--- config.mk ---
export PLATFORM = sky130hd
export DESIGN_NAME = mps_power_ctrl
export DESIGN_NICKNAME = d
export VERILOG_FILES = /design/src/mps_pkg.sv /design/src/mps_power_ctrl.sv /design/src/mps_pin_sync.sv
export VERILOG_INCLUDE_DIRS = /design/src
export SDC_FILE = /design/constraint.sdc
export NUM_CORES = 1
export LEC_CHECK = 0
export BUFFER_PORTS_ARGS = -buffer_cell sky130_fd_sc_hd__buf_2
export CAP_MARGIN = 20
export CORE_UTILIZATION = 38
export CTS_CLUSTER_DIAMETER = 40
export DETAILED_ROUTE_END_ITERATION = 10
export GPL_TIMING_DRIVEN = 0
export PLACE_DENSITY = 0.62
export SLEW_MARGIN = 20
export SYNTH_ARGS = -nofsm -noshare
export SYNTH_HDL_FRONTEND = slang
export SYNTH_HIERARCHICAL = 1
export SYNTH_SLANG_ARGS = --single-unit
--- constraint.sdc ---
create_clock -name mclk -period 2.27 [get_ports mclk]
set_clock_uncertainty 0.15 [all_clocks]
set_input_delay 0.1135 -clock mclk [delete_from_list [all_inputs] [get_ports mclk]]
set_output_delay 0.1135 -clock mclk [all_outputs]
set_load 0.005 [all_outputs]
--- src/mps_defines.svh ---
/*
  Timing figures and reset values for the modem power and sleep controller.
  Assumes a single 125 MHz clock; times are kept in their own units and cycle
  counts are derived from them.
*/
`ifndef MPS_DEFINES_SVH
`define MPS_DEFINES_SVH

`define MPS_CLK_KHZ 125000
`define MPS_PWR_ON_MIN_MS 25
`define MPS_PWR_ON_CYC (`MPS_PWR_ON_MIN_MS * `MPS_CLK_KHZ)
`define MPS_BOOT_S 7
`define MPS_BOOT_CYC (`MPS_BOOT_S * `MPS_CLK_KHZ * 1000)
`define MPS_EMG_MIN_MS 20
`define MPS_EMG_CYC (`MPS_EMG_MIN_MS * `MPS_CLK_KHZ)
`define MPS_SLEEP_DLY_MS 100
`define MPS_SLEEP_CYC (`MPS_SLEEP_DLY_MS * `MPS_CLK_KHZ)
`define MPS_SHUT_US 8
`define MPS_SHUT_CYC (`MPS_SHUT_US * `MPS_CLK_KHZ / 1000)
`define MPS_WAKE_CHAR 8'h00
`define MPS_POLICY_RST 2'h0
`define MPS_PIN_IDLE 3'h7

`endif

--- src/mps_pkg.sv ---
/*
  Types shared by the modem power and sleep controller.
  Assumes nothing beyond a SystemVerilog compiler.
*/
`default_nettype none

package mps_pkg;

    typedef enum logic [2:0] {
        MPS_OFF,
        MPS_ARM,
        MPS_BOOT,
        MPS_READY,
        MPS_SLEEP,
        MPS_SHUTDOWN
    } mps_state_type;

    typedef enum logic [1:0] {
        MPS_POL_DTR = 2'h0,
        MPS_POL_AUTO = 2'h1,
        MPS_POL_NEVER = 2'h2
    } mps_policy_type;

endpackage

`default_nettype wire

--- src/mps_power_ctrl.sv ---
/*
  Power-on, orderly and emergency switch-off, and sleep/wake sequencing of the modem.
  Assumes pins arrive asynchronously; UART byte strobe, command strobes, task-idle and
  USB enumeration flags come from logic on mclk.
*/
`include "mps_defines.svh"
`default_nettype none

// Summary of operation
// RQ1 - host holds power request low 25 ms; shorter pulses are ignored.
// RQ2 - after the trigger is taken, the power request pin is ignored.
// RQ3 - io rail indicator rises within about 25 ms of the request.
// RQ4 - command interface becomes ready 7 s after the power request.
// RQ5 - cts falls high to low when commands may be sent.
// RQ6 - usb traffic is enabled only after enumeration completes.
// RQ7 - emergency pulse is 20 ms low with power request high.
// RQ8 - valid emergency pulse shuts down at once and clears cpu state.
// RQ9 - emergency path is for a frozen device only.
// RQ10 - policy 0: awake while dtr low, sleep after delay once dtr high.
// RQ11 - policy 1: sleep when no tasks remain, wake on 0x00 character.
// RQ12 - policy 2: never sleep.
// RQ13 - host picks policy 1 when usb is in use.
// RQ14 - poweroff command gives an orderly switch-off.
// RQ15 - host times its pulses with a counter, rounding up.
module mps_power_ctrl
    import mps_pkg::*;
#(
    parameter int unsigned PWR_ON_CYC = `MPS_PWR_ON_CYC,
    parameter int unsigned BOOT_CYC = `MPS_BOOT_CYC,
    parameter int unsigned EMG_CYC = `MPS_EMG_CYC,
    parameter int unsigned SLEEP_CYC = `MPS_SLEEP_CYC
) (
    input wire logic mclk,
    input wire logic rst_n,
    input wire logic power_on_request_n,
    input wire logic emergency_reset_n,
    input wire logic dtr_n,
    input wire logic rx_valid,
    input wire logic [7:0] rx_data,
    input wire logic tasks_idle,
    input wire logic usb_enum_done,
    input wire logic orderly_poweroff_command,
    input wire logic sleep_policy_command,
    input wire logic [1:0] sleep_policy_value,
    output logic io_rail_indicator,
    output logic cts_n,
    output logic usb_comm_en,
    output logic sleep_active,
    output logic cpu_hold_reset,
    output logic mem_clear
);

    localparam int SHUT_INT = `MPS_SHUT_CYC;
    localparam logic [31:0] PWR_ON_LAST = 32'(PWR_ON_CYC - 1);
    localparam logic [31:0] BOOT_LAST = 32'(BOOT_CYC - 1);
    localparam logic [31:0] EMG_LAST = 32'(EMG_CYC - 1);
    localparam logic [31:0] SLEEP_LAST = 32'(SLEEP_CYC - 1);
    localparam logic [31:0] SHUT_LAST = 32'(SHUT_INT - 1);

    logic [2:0] pins_sync;
    mps_pin_sync #(
        .WIDTH(3),
        .IDLE(`MPS_PIN_IDLE)
    ) u_sync (
        .mclk(mclk),
        .rst_n(rst_n),
        .pin_in({dtr_n, emergency_reset_n, power_on_request_n}),
        .pin_out(pins_sync)
    );

    wire pwr_req_low = !pins_sync[0];
    wire emg_low = !pins_sync[1];
    wire dtr_low = !pins_sync[2];

    mps_state_type state_ff;
    mps_state_type nxt_state;
    logic [31:0] cnt_ff;
    logic [31:0] nxt_cnt;
    logic [31:0] emg_cnt_ff;
    logic [31:0] idle_cnt_ff;
    logic [1:0] policy_ff;
    logic io_rail_ff;
    logic cts_n_ff;
    logic usb_en_ff;
    logic sleep_ff;
    logic hold_ff;
    logic mem_clear_ff;

    // emergency counts only while the power request is high; a low request spoils the pulse
    wire emg_armed = emg_low && !pwr_req_low; // [RQ7]
    wire emg_hit = emg_armed && (emg_cnt_ff == EMG_LAST); // [RQ8]
    wire arm_done = pwr_req_low && (cnt_ff == PWR_ON_LAST); // [RQ1]
    wire boot_done = (cnt_ff == BOOT_LAST); // [RQ4]
    wire shut_done = (cnt_ff == SHUT_LAST);
    wire wake_char = rx_valid && (rx_data == `MPS_WAKE_CHAR); // [RQ11]
    wire pol_dtr = (policy_ff == MPS_POL_DTR);
    wire pol_auto = (policy_ff == MPS_POL_AUTO);
    wire pol_never = (policy_ff == MPS_POL_NEVER);
    // the idle delay stands for "after a while"; policy 1 reuses it so short gaps do not sleep
    wire idle_cond = (pol_dtr && !dtr_low) || (pol_auto && tasks_idle);
    wire idle_done = idle_cond && (idle_cnt_ff == SLEEP_LAST);
    wire wake_cond = pol_never || (pol_dtr && dtr_low) || (pol_auto && wake_char);
    wire policy_ok = sleep_policy_command && (sleep_policy_value != 2'h3);
    wire [31:0] cnt_inc = cnt_ff + 32'h1;

    always_comb
    begin
        nxt_state = state_ff;
        nxt_cnt = cnt_inc;
        case (state_ff)
            MPS_OFF:
            begin
                nxt_cnt = 32'h0;
                if (pwr_req_low)
                begin
                    nxt_state = MPS_ARM;
                end
            end
            MPS_ARM:
            begin
                if (!pwr_req_low)
                begin
                    nxt_state = MPS_OFF; // [RQ1]
                end
                else if (arm_done)
                begin
                    nxt_state = MPS_BOOT; // [RQ3]
                end
            end
            MPS_BOOT:
            begin
                // the sequencer no longer looks at the request pin; emg_armed still needs it high for an emergency pulse to count
                if (boot_done)
                begin
                    nxt_state = MPS_READY; // [RQ2] [RQ4]
                end
            end
            MPS_READY:
            begin
                nxt_cnt = 32'h0;
                if (orderly_poweroff_command)
                begin
                    nxt_state = MPS_SHUTDOWN; // [RQ14]
                end
                else if (idle_done)
                begin
                    nxt_state = MPS_SLEEP; // [RQ10] [RQ11]
                end
            end
            MPS_SLEEP:
            begin
                nxt_cnt = 32'h0;
                if (wake_cond)
                begin
                    nxt_state = MPS_READY; // [RQ10] [RQ11] [RQ12]
                end
            end
            MPS_SHUTDOWN:
            begin
                if (shut_done)
                begin
                    nxt_state = MPS_OFF; // [RQ14]
                end
            end
            default:
            begin
                nxt_state = MPS_OFF;
            end
        endcase
        if (emg_hit)
        begin
            nxt_state = MPS_OFF; // [RQ8]
            nxt_cnt = 32'h0;
        end
    end

    wire nxt_on = (nxt_state != MPS_OFF) && (nxt_state != MPS_ARM);
    wire nxt_ready = (nxt_state == MPS_READY);

    always_ff @(posedge mclk or negedge rst_n)
    begin
        if (!rst_n)
        begin
            state_ff <= MPS_OFF;
            cnt_ff <= 32'h0;
            emg_cnt_ff <= 32'h0;
            idle_cnt_ff <= 32'h0;
            policy_ff <= `MPS_POLICY_RST;
        end
        else
        begin
            state_ff <= nxt_state;
            cnt_ff <= nxt_cnt;
            emg_cnt_ff <= (emg_armed && !emg_hit) ? emg_cnt_ff + 32'h1 : 32'h0;
            idle_cnt_ff <= (state_ff == MPS_READY && idle_cond && !idle_done) ? idle_cnt_ff + 32'h1 : 32'h0;
            if (policy_ok)
            begin
                policy_ff <= sleep_policy_value;
            end
        end
    end

    // outputs follow the next state so they line up with the state register
    always_ff @(posedge mclk or negedge rst_n)
    begin
        if (!rst_n)
        begin
            io_rail_ff <= 1'b0;
            cts_n_ff <= 1'b1;
            usb_en_ff <= 1'b0;
            sleep_ff <= 1'b0;
            hold_ff <= 1'b1;
            mem_clear_ff <= 1'b0;
        end
        else
        begin
            io_rail_ff <= nxt_on; // [RQ3]
            cts_n_ff <= !nxt_ready; // [RQ5]
            usb_en_ff <= nxt_ready && usb_enum_done; // [RQ6]
            sleep_ff <= (nxt_state == MPS_SLEEP);
            hold_ff <= !nxt_on; // [RQ8]
            mem_clear_ff <= emg_hit; // [RQ8]
        end
    end

    assign io_rail_indicator = io_rail_ff;
    assign cts_n = cts_n_ff;
    assign usb_comm_en = usb_en_ff;
    assign sleep_active = sleep_ff;
    assign cpu_hold_reset = hold_ff;
    assign mem_clear = mem_clear_ff;
endmodule

`default_nettype wire

--- src/mps_pin_sync.sv ---
/*
  Three-stage pin synchroniser with agreement filter, one lane per bit.
  Assumes pins are asynchronous to mclk; idle levels given by IDLE.
*/
`default_nettype none

module mps_pin_sync #(
    parameter int WIDTH = 3,
    parameter logic [WIDTH-1:0] IDLE = '1
) (
    input wire logic mclk,
    input wire logic rst_n,
    input wire logic [WIDTH-1:0] pin_in,
    output var logic [WIDTH-1:0] pin_out
);

    genvar gi;
    generate
        for (gi = 0; gi < WIDTH; gi++)
        begin : g_lane
            logic s1_ff;
            logic s2_ff;
            logic s3_ff;
            logic out_ff;
            // only the second and third stages are compared; stage one is never looked at
            wire agree = (s2_ff == s3_ff);
            always_ff @(posedge mclk or negedge rst_n)
            begin
                if (!rst_n)
                begin
                    s1_ff <= IDLE[gi];
                    s2_ff <= IDLE[gi];
                    s3_ff <= IDLE[gi];
                    out_ff <= IDLE[gi];
                end
                else
                begin
                    s1_ff <= pin_in[gi];
                    s2_ff <= s1_ff;
                    s3_ff <= s2_ff;
                    if (agree)
                    begin
                        out_ff <= s3_ff;
                    end
                end
            end
            assign pin_out[gi] = out_ff;
        end
    endgenerate

endmodule

`default_nettype wire

* After elaboration in Yosys (flattened, before gate mapping)
Cells that the tools add are included.
** Operators by class
- Multiplexer cells :: 14
- Reductions and logical operators :: 30
- $add $sub $neg :: 3
- Eq/ne operators :: 19
** Operator list (count)
- 32-bit two-way mux :: 4
- 32-bit by 1-bit adder with 32-bit output, second input constant :: 3
- 32-bit by 22-bit equality test with 1-bit output, second input constant :: 2
- 32-bit by 10-bit equality test with 1-bit output, second input constant :: 1
- 32-bit by 24-bit equality test with 1-bit output, second input constant :: 1
- 32-bit by 30-bit equality test with 1-bit output, second input constant :: 1
- 3-bit two-way mux :: 9
- 3-bit case mux with 6 select lines :: 1
- 1-bit logical AND :: 15
- 3-bit by 2-bit equality test with 1-bit output, second input constant :: 3
- 3-bit equality test, second input constant :: 3
- 8-bit logical NOT :: 1
- 1-bit logical NOT :: 7
- 1-bit equality test :: 3
- 3-bit by 1-bit equality test with 1-bit output, second input constant :: 1
- 3-bit logical NOT :: 1
- 1-bit logical OR :: 3
- 3-bit by 1-bit != test with 1-bit output, second input constant :: 1
- 3-bit nonzero test :: 1
- 3-bit OR reduction :: 1
- 2-bit by 1-bit equality test with 1-bit output, second input constant :: 1
- 2-bit equality test, second input constant :: 1
- 2-bit logical NOT :: 1
- 2-bit != test, second input constant :: 1
** Storage, ports and cells
- Output and inout port bits :: 6
- Register bits after elaboration :: 119
- Word-level logic and storage cells :: 89
- Bits of input ports :: 20

* Logic depth before layout (Yosys ltp)
Gate-level depths: netlist of the first run.
- Depth in word-level cells :: 11
- Mapped depth :: 8
- Gate-level depth less buffers :: 7

* Hierarchy
The synthesis of the first run kept the hierarchy.
** Modules (own cells, without submodules)
- mps_power_ctrl :: cells each 574, area each 5402.7 um^2, sequential area each 2680.1 um^2, instances 1
- mps_pin_sync :: cells each 18, area each 371.6 um^2, sequential area each 315.3 um^2, instances 1

* Worst setup path before layout of the first run
Ideal clock, no wire load.
- Kind :: flip-flop to flip-flop
- Start point :: register idle_cnt_ff[16]
- End point :: register sleep_ff, in the netlist sleep_active
- Period minus slack after synthesis :: 2.465 ns
- Stages on the path, launching flop included :: 7
- Slack :: -0.195 ns
- Library setup time :: 0.111 ns
- Buffers on the path :: 0
- Arrival :: 2.203 ns
- Data required time :: 2.009 ns
- Path through :: dfrtp_1 -> or4b_1 -> or4_4 -> nor4_4 -> a21o_2 -> nand3_2 -> a2111oi_2
** Between the ends
- Cells in the longest elaborated chain, start to end :: 7
** Ends and longest elaborated chain
- from (decl) :: line mps_power_ctrl.sv:80 : logic [31:0] idle_cnt_ff;
- from (signal assigned) :: line mps_power_ctrl.sv:195 : idle_cnt_ff <= (state_ff == MPS_READY && idle_cond && !idle_done) ? idle_cnt_ff + 32'h1 : 32'h0;
- 32-bit by 24-bit equality test with 1-bit output :: line mps_power_ctrl.sv:101 : wire idle_done = idle_cond && (idle_cnt_ff == SLEEP_LAST);
- 1-bit logical AND :: line mps_power_ctrl.sv:101
- 3-bit two-way mux :: line mps_power_ctrl.sv:145 : else if (idle_done)
- 3-bit two-way mux :: line mps_power_ctrl.sv:141 : if (orderly_poweroff_command)
- 3-bit case mux with 6 select lines :: line mps_power_ctrl.sv:110 : case (state_ff)
- 3-bit two-way mux :: line mps_power_ctrl.sv:170 : if (emg_hit)
- 3-bit equality test :: line mps_power_ctrl.sv:220 : sleep_ff <= (nxt_state == MPS_SLEEP);
- to (signal assigned) :: line mps_power_ctrl.sv:220
- to (decl) :: line mps_power_ctrl.sv:85 : logic sleep_ff;
No other way between the ends.
A chain may end at the register's enable or synchronous reset.

* Worst setup path in the final report of the first run
- Start point :: register idle_cnt_ff[16]
- End point :: register io_rail_ff, in the netlist io_rail_indicator
** Between the ends
- Cells in the longest elaborated chain, start to end :: 8
- Elaborated cells between the ends (all ways) :: 9
- Those cells by class :: eq/ne: 2; mux: 4; reduce/logical: 3
** Ends and longest elaborated chain
- 32-bit by 24-bit equality test with 1-bit output * :: line mps_power_ctrl.sv:101
- 1-bit logical AND * :: line mps_power_ctrl.sv:101
- 3-bit two-way mux * :: line mps_power_ctrl.sv:145
- 3-bit two-way mux * :: line mps_power_ctrl.sv:141
- 3-bit case mux with 6 select lines * :: line mps_power_ctrl.sv:110
- 3-bit two-way mux * :: line mps_power_ctrl.sv:170
- 3-bit by 1-bit != test with 1-bit output / 3-bit nonzero test (equally long branches) :: line mps_power_ctrl.sv:177 : wire nxt_on = (nxt_state != MPS_OFF) && (nxt_state != MPS_ARM);
- 1-bit logical AND * :: line mps_power_ctrl.sv:177
- net nxt_on :: line mps_power_ctrl.sv:177
- to (signal assigned) :: line mps_power_ctrl.sv:217 : io_rail_ff <= nxt_on;
- to (decl) :: line mps_power_ctrl.sv:82 : logic io_rail_ff;
The timed path passes the listed nets; every way through them passes the cells marked *.

==> results.yml, run 1 <==
floorplanning:
  die_w_um: 125
  die_area_um2: 15700
  start_util_pct: 39.3
  core-area_um2: 14700
  die_h_um: 125
  rows: 44
  num_io_pins: 26
pwr:
  p_leak_nw: 3.01
  peakVddDrop_uv: 566
  p_per_area_nw_per_um2: 699
timing:
  setup_viol: 40
  max_freq_ghz: 0.397
  post-route-period-util_pct: 111
  slew_violations: 0
  setup_tns_ns: -6.70
  final.setup.worst_slack_ns: -0.249
  rsz0062_at_grt: "true"
  worst_slew_pin_slew_ns: 0.570
  min_period_ns: 2.52
  slew_headroom_pct: 61.5
  fin_hold_ws_ns: 0.0584
  finalHoldViolations: 0
drt:
  drt_iter0_drc: 322
  wirelength_um: 12900
  wl_per_cell_um: 15.1
  post_drt_via_cell_ratio: 5.33
  dr.pass1.iters: 10
  antenna_left: 0
  num_vias: 4572
  drc_errors: 1
clock_tree:
  cts.clk_slew.worst_paths_ns: 0.05
  htree_levels: 4
  cts_tree: "done"
  cts.sinks: 119
  insertion_delay_ns: 0.41
  clock_path_buffers: 2
  root_buffer: "clkbuf_16"
  cts_buffers: 17
cells_and_area:
  layout.cells.non_filler: 857
  layout-drive-gt1-share_pct: 25.7
  n_antenna_cell: 0
  layout-area-overhead-vs-synth_pct: 27.1
  final_common_cell: "dfrtp_1"
  mostFrequentLayoutCells: "dfrtp_1, nor2_1, xor2_1, nand2_1, nand3_1"
  final_nets: 684
synth:
  ys_types: 50
  synthFlopType: "dfrtp_1"
  synth_top_area_cell: "dfrtp_1"
  yosys_register_bits: 119
  synth_fp_nets: 615
  ys_seq_area_share_pct: 51.9
  synth_edf_count: 0
  yosys_warnings: 6
  async_flop_share_pct: 100
  synth_top_area_share_pct: 45.5
  synthCells: 592
  netlist_area_um2: 5770
  avgSynthCellArea_um2: 9.75
  synthTopCellsByArea: "dfrtp_1, nor2_1, xor2_1, dfstp_2, xnor2_1"
placed_design:
  post-place-ws_ns: -0.939
  dp_hpwl_um: 8310
  gp_congestion: 0.884
  dp_cells: 802
  port_buffers: 25
worst_setup_path:
  worst_setup_path_end_kind: "flip-flop"
  arrival_ns: 2.65
  cp_slowest_cell: "or4b_1"
  slowest_delay_ns: 0.52
  crit_type: "flip-flop to flip-flop"
  worstPathMaxFanout: 4
  path_cells: "or4b_1 > or4_4 > nor4_4 > buf_4 > o211ai_1 > nand2_1 > a21oi_2"
  critPathRequiredTime_ns: 2.40
  critPathLaunchType: "flip-flop"
run_status:
  run_status: "finished with violations"
  violations: "DRC, setup timing"
grt:
  antenna_found_initial: 0
  grt_max_degree: 76
  grt_pass1_vias: 4607
  grt_pass1_wl_um: 22100
  grt-ovfl-total: 0
  gr-usage-all-layers_pct: 17.8
min_path:
  min_path_type: "input port to async pin"
run:
  max_cap_viol_count: 0
## synthesized netlist by cell type, drive strengths merged, types with 13 or more instances
library cell  instances
nor2                106
dfrtp               105
xor2                 45
nand3                44
nand2                42
xnor2                34
nand4                17
nor3                 15
nor4                 15
o21ai                15
a21oi                14
clkbuf               14
dfstp                14
inv                  14
or3                  13
## path summary, 6_finish.rpt
kind / start / end / slack, ns / cells after the start
max: idle_cnt_ff[16]$_DFF_PN0_ / io_rail_indicator$_DFF_PN0_ / -0.25 / 7
min: rst_n / emg_cnt_ff[18]$_DFF_PN0_ / 0.06 / 2
max reg2reg: idle_cnt_ff[16]$_DFF_PN0_ / io_rail_indicator$_DFF_PN0_ / -0.25 / 7
min reg2reg: u_sync/g_lane[1].s1_ff$_DFF_PN1_ / u_sync/g_lane[1].s2_ff$_DFF_PN1_ / 0.20 / 0
max in group asynchronous: rst_n / cpu_hold_reset$_DFF_PN1_ / 1.17 / 3
min in group mclk: tasks_idle / idle_cnt_ff[9]$_DFF_PN0_ / 0.19 / 5
## worst max-delay path: cells and delay by family (launching register included)
kind	cells	cell delay (ns)
AND/OR/NAND/NOR	4	1.49
buffers and inverters	1	0.19
AO/OA/AOI/OAI	2	0.19
flip-flops	1	0.38
## per-layer routing
layer  up-vias  GRT usage, %  share of wire, %
li1       2189             -                 -
met1      2267          22.4                46
met2        94          29.1                49
met3        22          4.41               3.1
met4         0          7.68               2.0
met5         -             0                 0
## state kept, by name, indices dropped and copies added (netlist names)
signal and count:
cnt_ff 32, cpu_hold_reset 1, cts_n 1, emg_cnt_ff 32, idle_cnt_ff 32, io_rail_indicator 1
mem_clear 1, policy_ff 2, sleep_active 1, state_ff 3, u_sync/g_lane.out_ff 3, u_sync/g_lane.s1_ff 3
u_sync/g_lane.s2_ff 3, u_sync/g_lane.s3_ff 3, usb_comm_en 1
## kinds of logic (layout without fill, tap and decap cells)
kind of cell	after synthesis	count (layout)	share of synthesized area, %
flops	119	119	51.9
simple gates	311	311	27.9
buf+inv	35	116	2.56
compound gates	41	41	4.27
fa+ha+maj	6	6	1.24
mux	1	1	0.173
xor+xnor	79	79	12.0
## per-stage QoR
step	power, W	utilization (%)	area [µm²]
2_1_floorplan	0.00232	-	5790
3_3_place_gp	0.00241	41.8	6140
3_5_place_dp	0.00243	42.0	6180
4_1_cts	0.00520	49.2	7240
5_1_grt	0.00532	49.9	7340
6_report	0.00513	49.9	7340
## layout make-up
cell class / count / area, µm²
plain buffers: 17 / 109
repair buffers: 54 / 423
clock buffers: 23 / 478
fillers: 1283 / 7360
clock inverters: 8 / 121
well taps: 184 / 230
flip-flops and latches: 119 / 3000
multi-input cells: 438 / 2930
inverters: 14 / 52.6
## report_power, final
part           internal (W)  leakage, nW  total (W)  switching, W
registers           0.00217         1.60    0.00219     0.0000267
logic             0.0000904         1.12   0.000222      0.000131
clock network       0.00180        0.293    0.00271      0.000910
total               0.00406         3.01    0.00513       0.00107
## repair_timing
item / in CTS / in global routing
cloned: 3 / 0
resized for setup: 60 / 49
pin swaps: 24 / 15
hold buffers: 11 / 0
buffers inserted: 13 / 2
setup endpoints to repair: 100 / 103
hold endpoints to repair: 117 / 0
Note: power is estimated with default switching activity, not from simulation.
==> inputs of run 2 (changes only) <==
CTS_CLUSTER_DIAMETER = 150   (was 40)
SKIP_CTS_REPAIR_TIMING = 1   (was not set)
==> run 2 against run 1 <==
The run still ends with DRC, setup timing left. Sequential share of layout area rose by 1.2 points. Routed wire length fell by 3.5%. Utilization fell by 1.4 points. Worst setup slack improved by 0.0038 ns. Fmax rose by 0.15%. Total power barely moved. Clock power barely moved. Register-to-register slack barely moved. Via count fell by 3.0%. Critical endpoint is now sleep_active$_DFF_PN0_. Highest routed layer unchanged.
==> results.yml, run 2 (synthesis gave the netlist of run 1 again) <==
timing:
  setup_viol: 38
  rsz0062_at_grt: "true"
  max_freq_ghz: 0.398
  min_period_ns: 2.52
  final.setup.worst_slack_ns: -0.245
  finalHoldViolations: 0
  post-route-period-util_pct: 111
  worst_slew_pin_slew_ns: 0.552
  slew_headroom_pct: 62.7
  slew_violations: 0
placed_design:
  port_buffers: 25
  gp_congestion: 0.884
  dp_hpwl_um: 8310
floorplanning:
  core-area_um2: 14700
  die_h_um: 125
  die_area_um2: 15700
  start_util_pct: 39.3
  rows: 44
  die_w_um: 125
  num_io_pins: 26
cells_and_area:
  mostFrequentLayoutCells: "nor2_1, dfrtp_1, xor2_1, nand2_1, nand3_1"
  fin_util_pct: 48.5
  final_common_cell: "nor2_1"
  n_antenna_cell: 0
  layout-drive-gt1-share_pct: 20.5
  nFillCells: 1303
  final_nets: 675
  layout-area-overhead-vs-synth_pct: 23.5
  largestRegisters: "cnt_ff: 32 flops, emg_cnt_ff: 32 flops, idle_cnt_ff: 32 flops"
pwr:
  cellInternalPower_w: 0.00406
  switchingPower_w: 0.00106
  p_seq_share_pct: 42.8
  p_per_area_nw_per_um2: 718
  pwr-share-clk_pct: 52.9
  swShare_pct: 20.8
  peakVddDrop_uv: 585
  p_leak_nw: 2.95
  power.share.combinational_pct: 4.3
  finalPower_w: 0.00512
worst_setup_path:
  worstPathMaxFanout: 5
  crit_type: "flip-flop to flip-flop"
  critPathLaunchType: "flip-flop"
  worst_setup_path_end_kind: "flip-flop"
  arrival_ns: 2.67
  critPathRequiredTime_ns: 2.43
  ff2ff_path_depth: 7
drt:
  num_vias: 4437
  wl_per_cell_um: 14.7
  drc_errors: 1
  post_drt_via_cell_ratio: 5.23
  antenna_left: 0
  drt_iter0_drc: 401
  wirelength_um: 12500
  dr.pass1.iters: 9
clock_tree:
  root_buffer: "clkbuf_16"
  cts_buffers: 17
  htree_levels: 4
  clock_path_buffers: 2
  cts.clk_slew.worst_paths_ns: 0.05
  cts.sinks: 119
  insertion_delay_ns: 0.41
  cts_tree: "done"
grt:
  antenna_found_initial: 0
  grt_pass1_vias: 4407
  gr-usage-all-layers_pct: 16.8
  grt-ovfl-total: 0
  grt_max_degree: 76
  grt_pass1_wl_um: 20900
run_status:
  violations: "DRC, setup timing"
  run_status: "finished with violations"
min_path:
  min_path_type: "input port to flip-flop"
  holdPathStages: 3
run:
  max_cap_viol_count: 0
run 2: cell count changes in the layout (fill, tap and decap cells not counted), sizes merged:
cell	delta
dlygate4sd3	-1
clkbuf	+1
buf	-9
run 2: final timing paths:
kind	start	endpoint	slack, ns
max in group asynchronous	rst_n	u_sync/g_lane[1].s2_ff$_DFF_PN1_	1.17
worst max-delay path	idle_cnt_ff[16]$_DFF_PN0_	sleep_active$_DFF_PN0_	-0.25
worst min-delay path	orderly_poweroff_command	cts_n$_DFF_PN1_	0.002
worst min register to register	u_sync/g_lane[1].s1_ff$_DFF_PN1_	u_sync/g_lane[1].s2_ff$_DFF_PN1_	0.20
min in group asynchronous	rst_n	emg_cnt_ff[18]$_DFF_PN0_	0.06
worst max register to register	idle_cnt_ff[16]$_DFF_PN0_	sleep_active$_DFF_PN0_	-0.25
run 2: layer usage:
layer	up-vias	share of wire (%)	wire (µm)	track usage, %
met1	2183	47	5850	21.6
met4	0	1.4	176	7.17
met2	71	49	6110	27.1
met5	-	0	0	0
met3	15	2.7	334	4.15
li1	2168	-	-	-
run 2: stage by stage:
stage,hold WS [ns],instances,setup WS [ns],instance area (µm²),setup TNS [ns]
after floorplan,-0.332,592,-0.122,5790,-3.85
after global placement,0.0696,801,-0.881,6140,-92.43
after detailed placement,-0.0624,802,-0.939,6180,-44.87
after CTS,-0.508,833,-0.974,6780,-47.07
after global routing,0.0127,848,-0.295,7130,-7.04
final,0.00177,848,-0.245,7130,-4.44
run 2: cell type report:
type | instances | area [µm²] | share of cell area, %
buffer | 18 | 118 | 1.65
clock buffer | 23 | 478 | 6.70
clock inverter | 8 | 121 | 1.70
inverter | 14 | 52.6 | 0.737
multi-input combinational | 438 | 2810 | 39.4
sequential | 119 | 3000 | 42.1
tap | 184 | 230 | 3.23
timing repair buffer | 44 | 319 | 4.47
run 2: power by group through the flow:
stage | Sequential, W | Combinational (W) | Clock [W]
after floorplan | 0.00222 | 0.000103 | 0
after global placement | 0.00223 | 0.000184 | 0
after detailed placement | 0.00223 | 0.000198 | 0
after CTS | 0.00219 | 0.000198 | 0.00278
after global routing | 0.00220 | 0.000249 | 0.00288
final | 0.00219 | 0.000220 | 0.00271
run 2: critical path, cell delays in order, from the launching register on:
cell and delay [ns]:
dfrtp_2 0.43, or4b_1 0.52, or4_4 0.44, nor4_4 0.22
buf_4 0.18, a21o_4 0.12, nand3_2 0.07, a2111oi_4 0.27
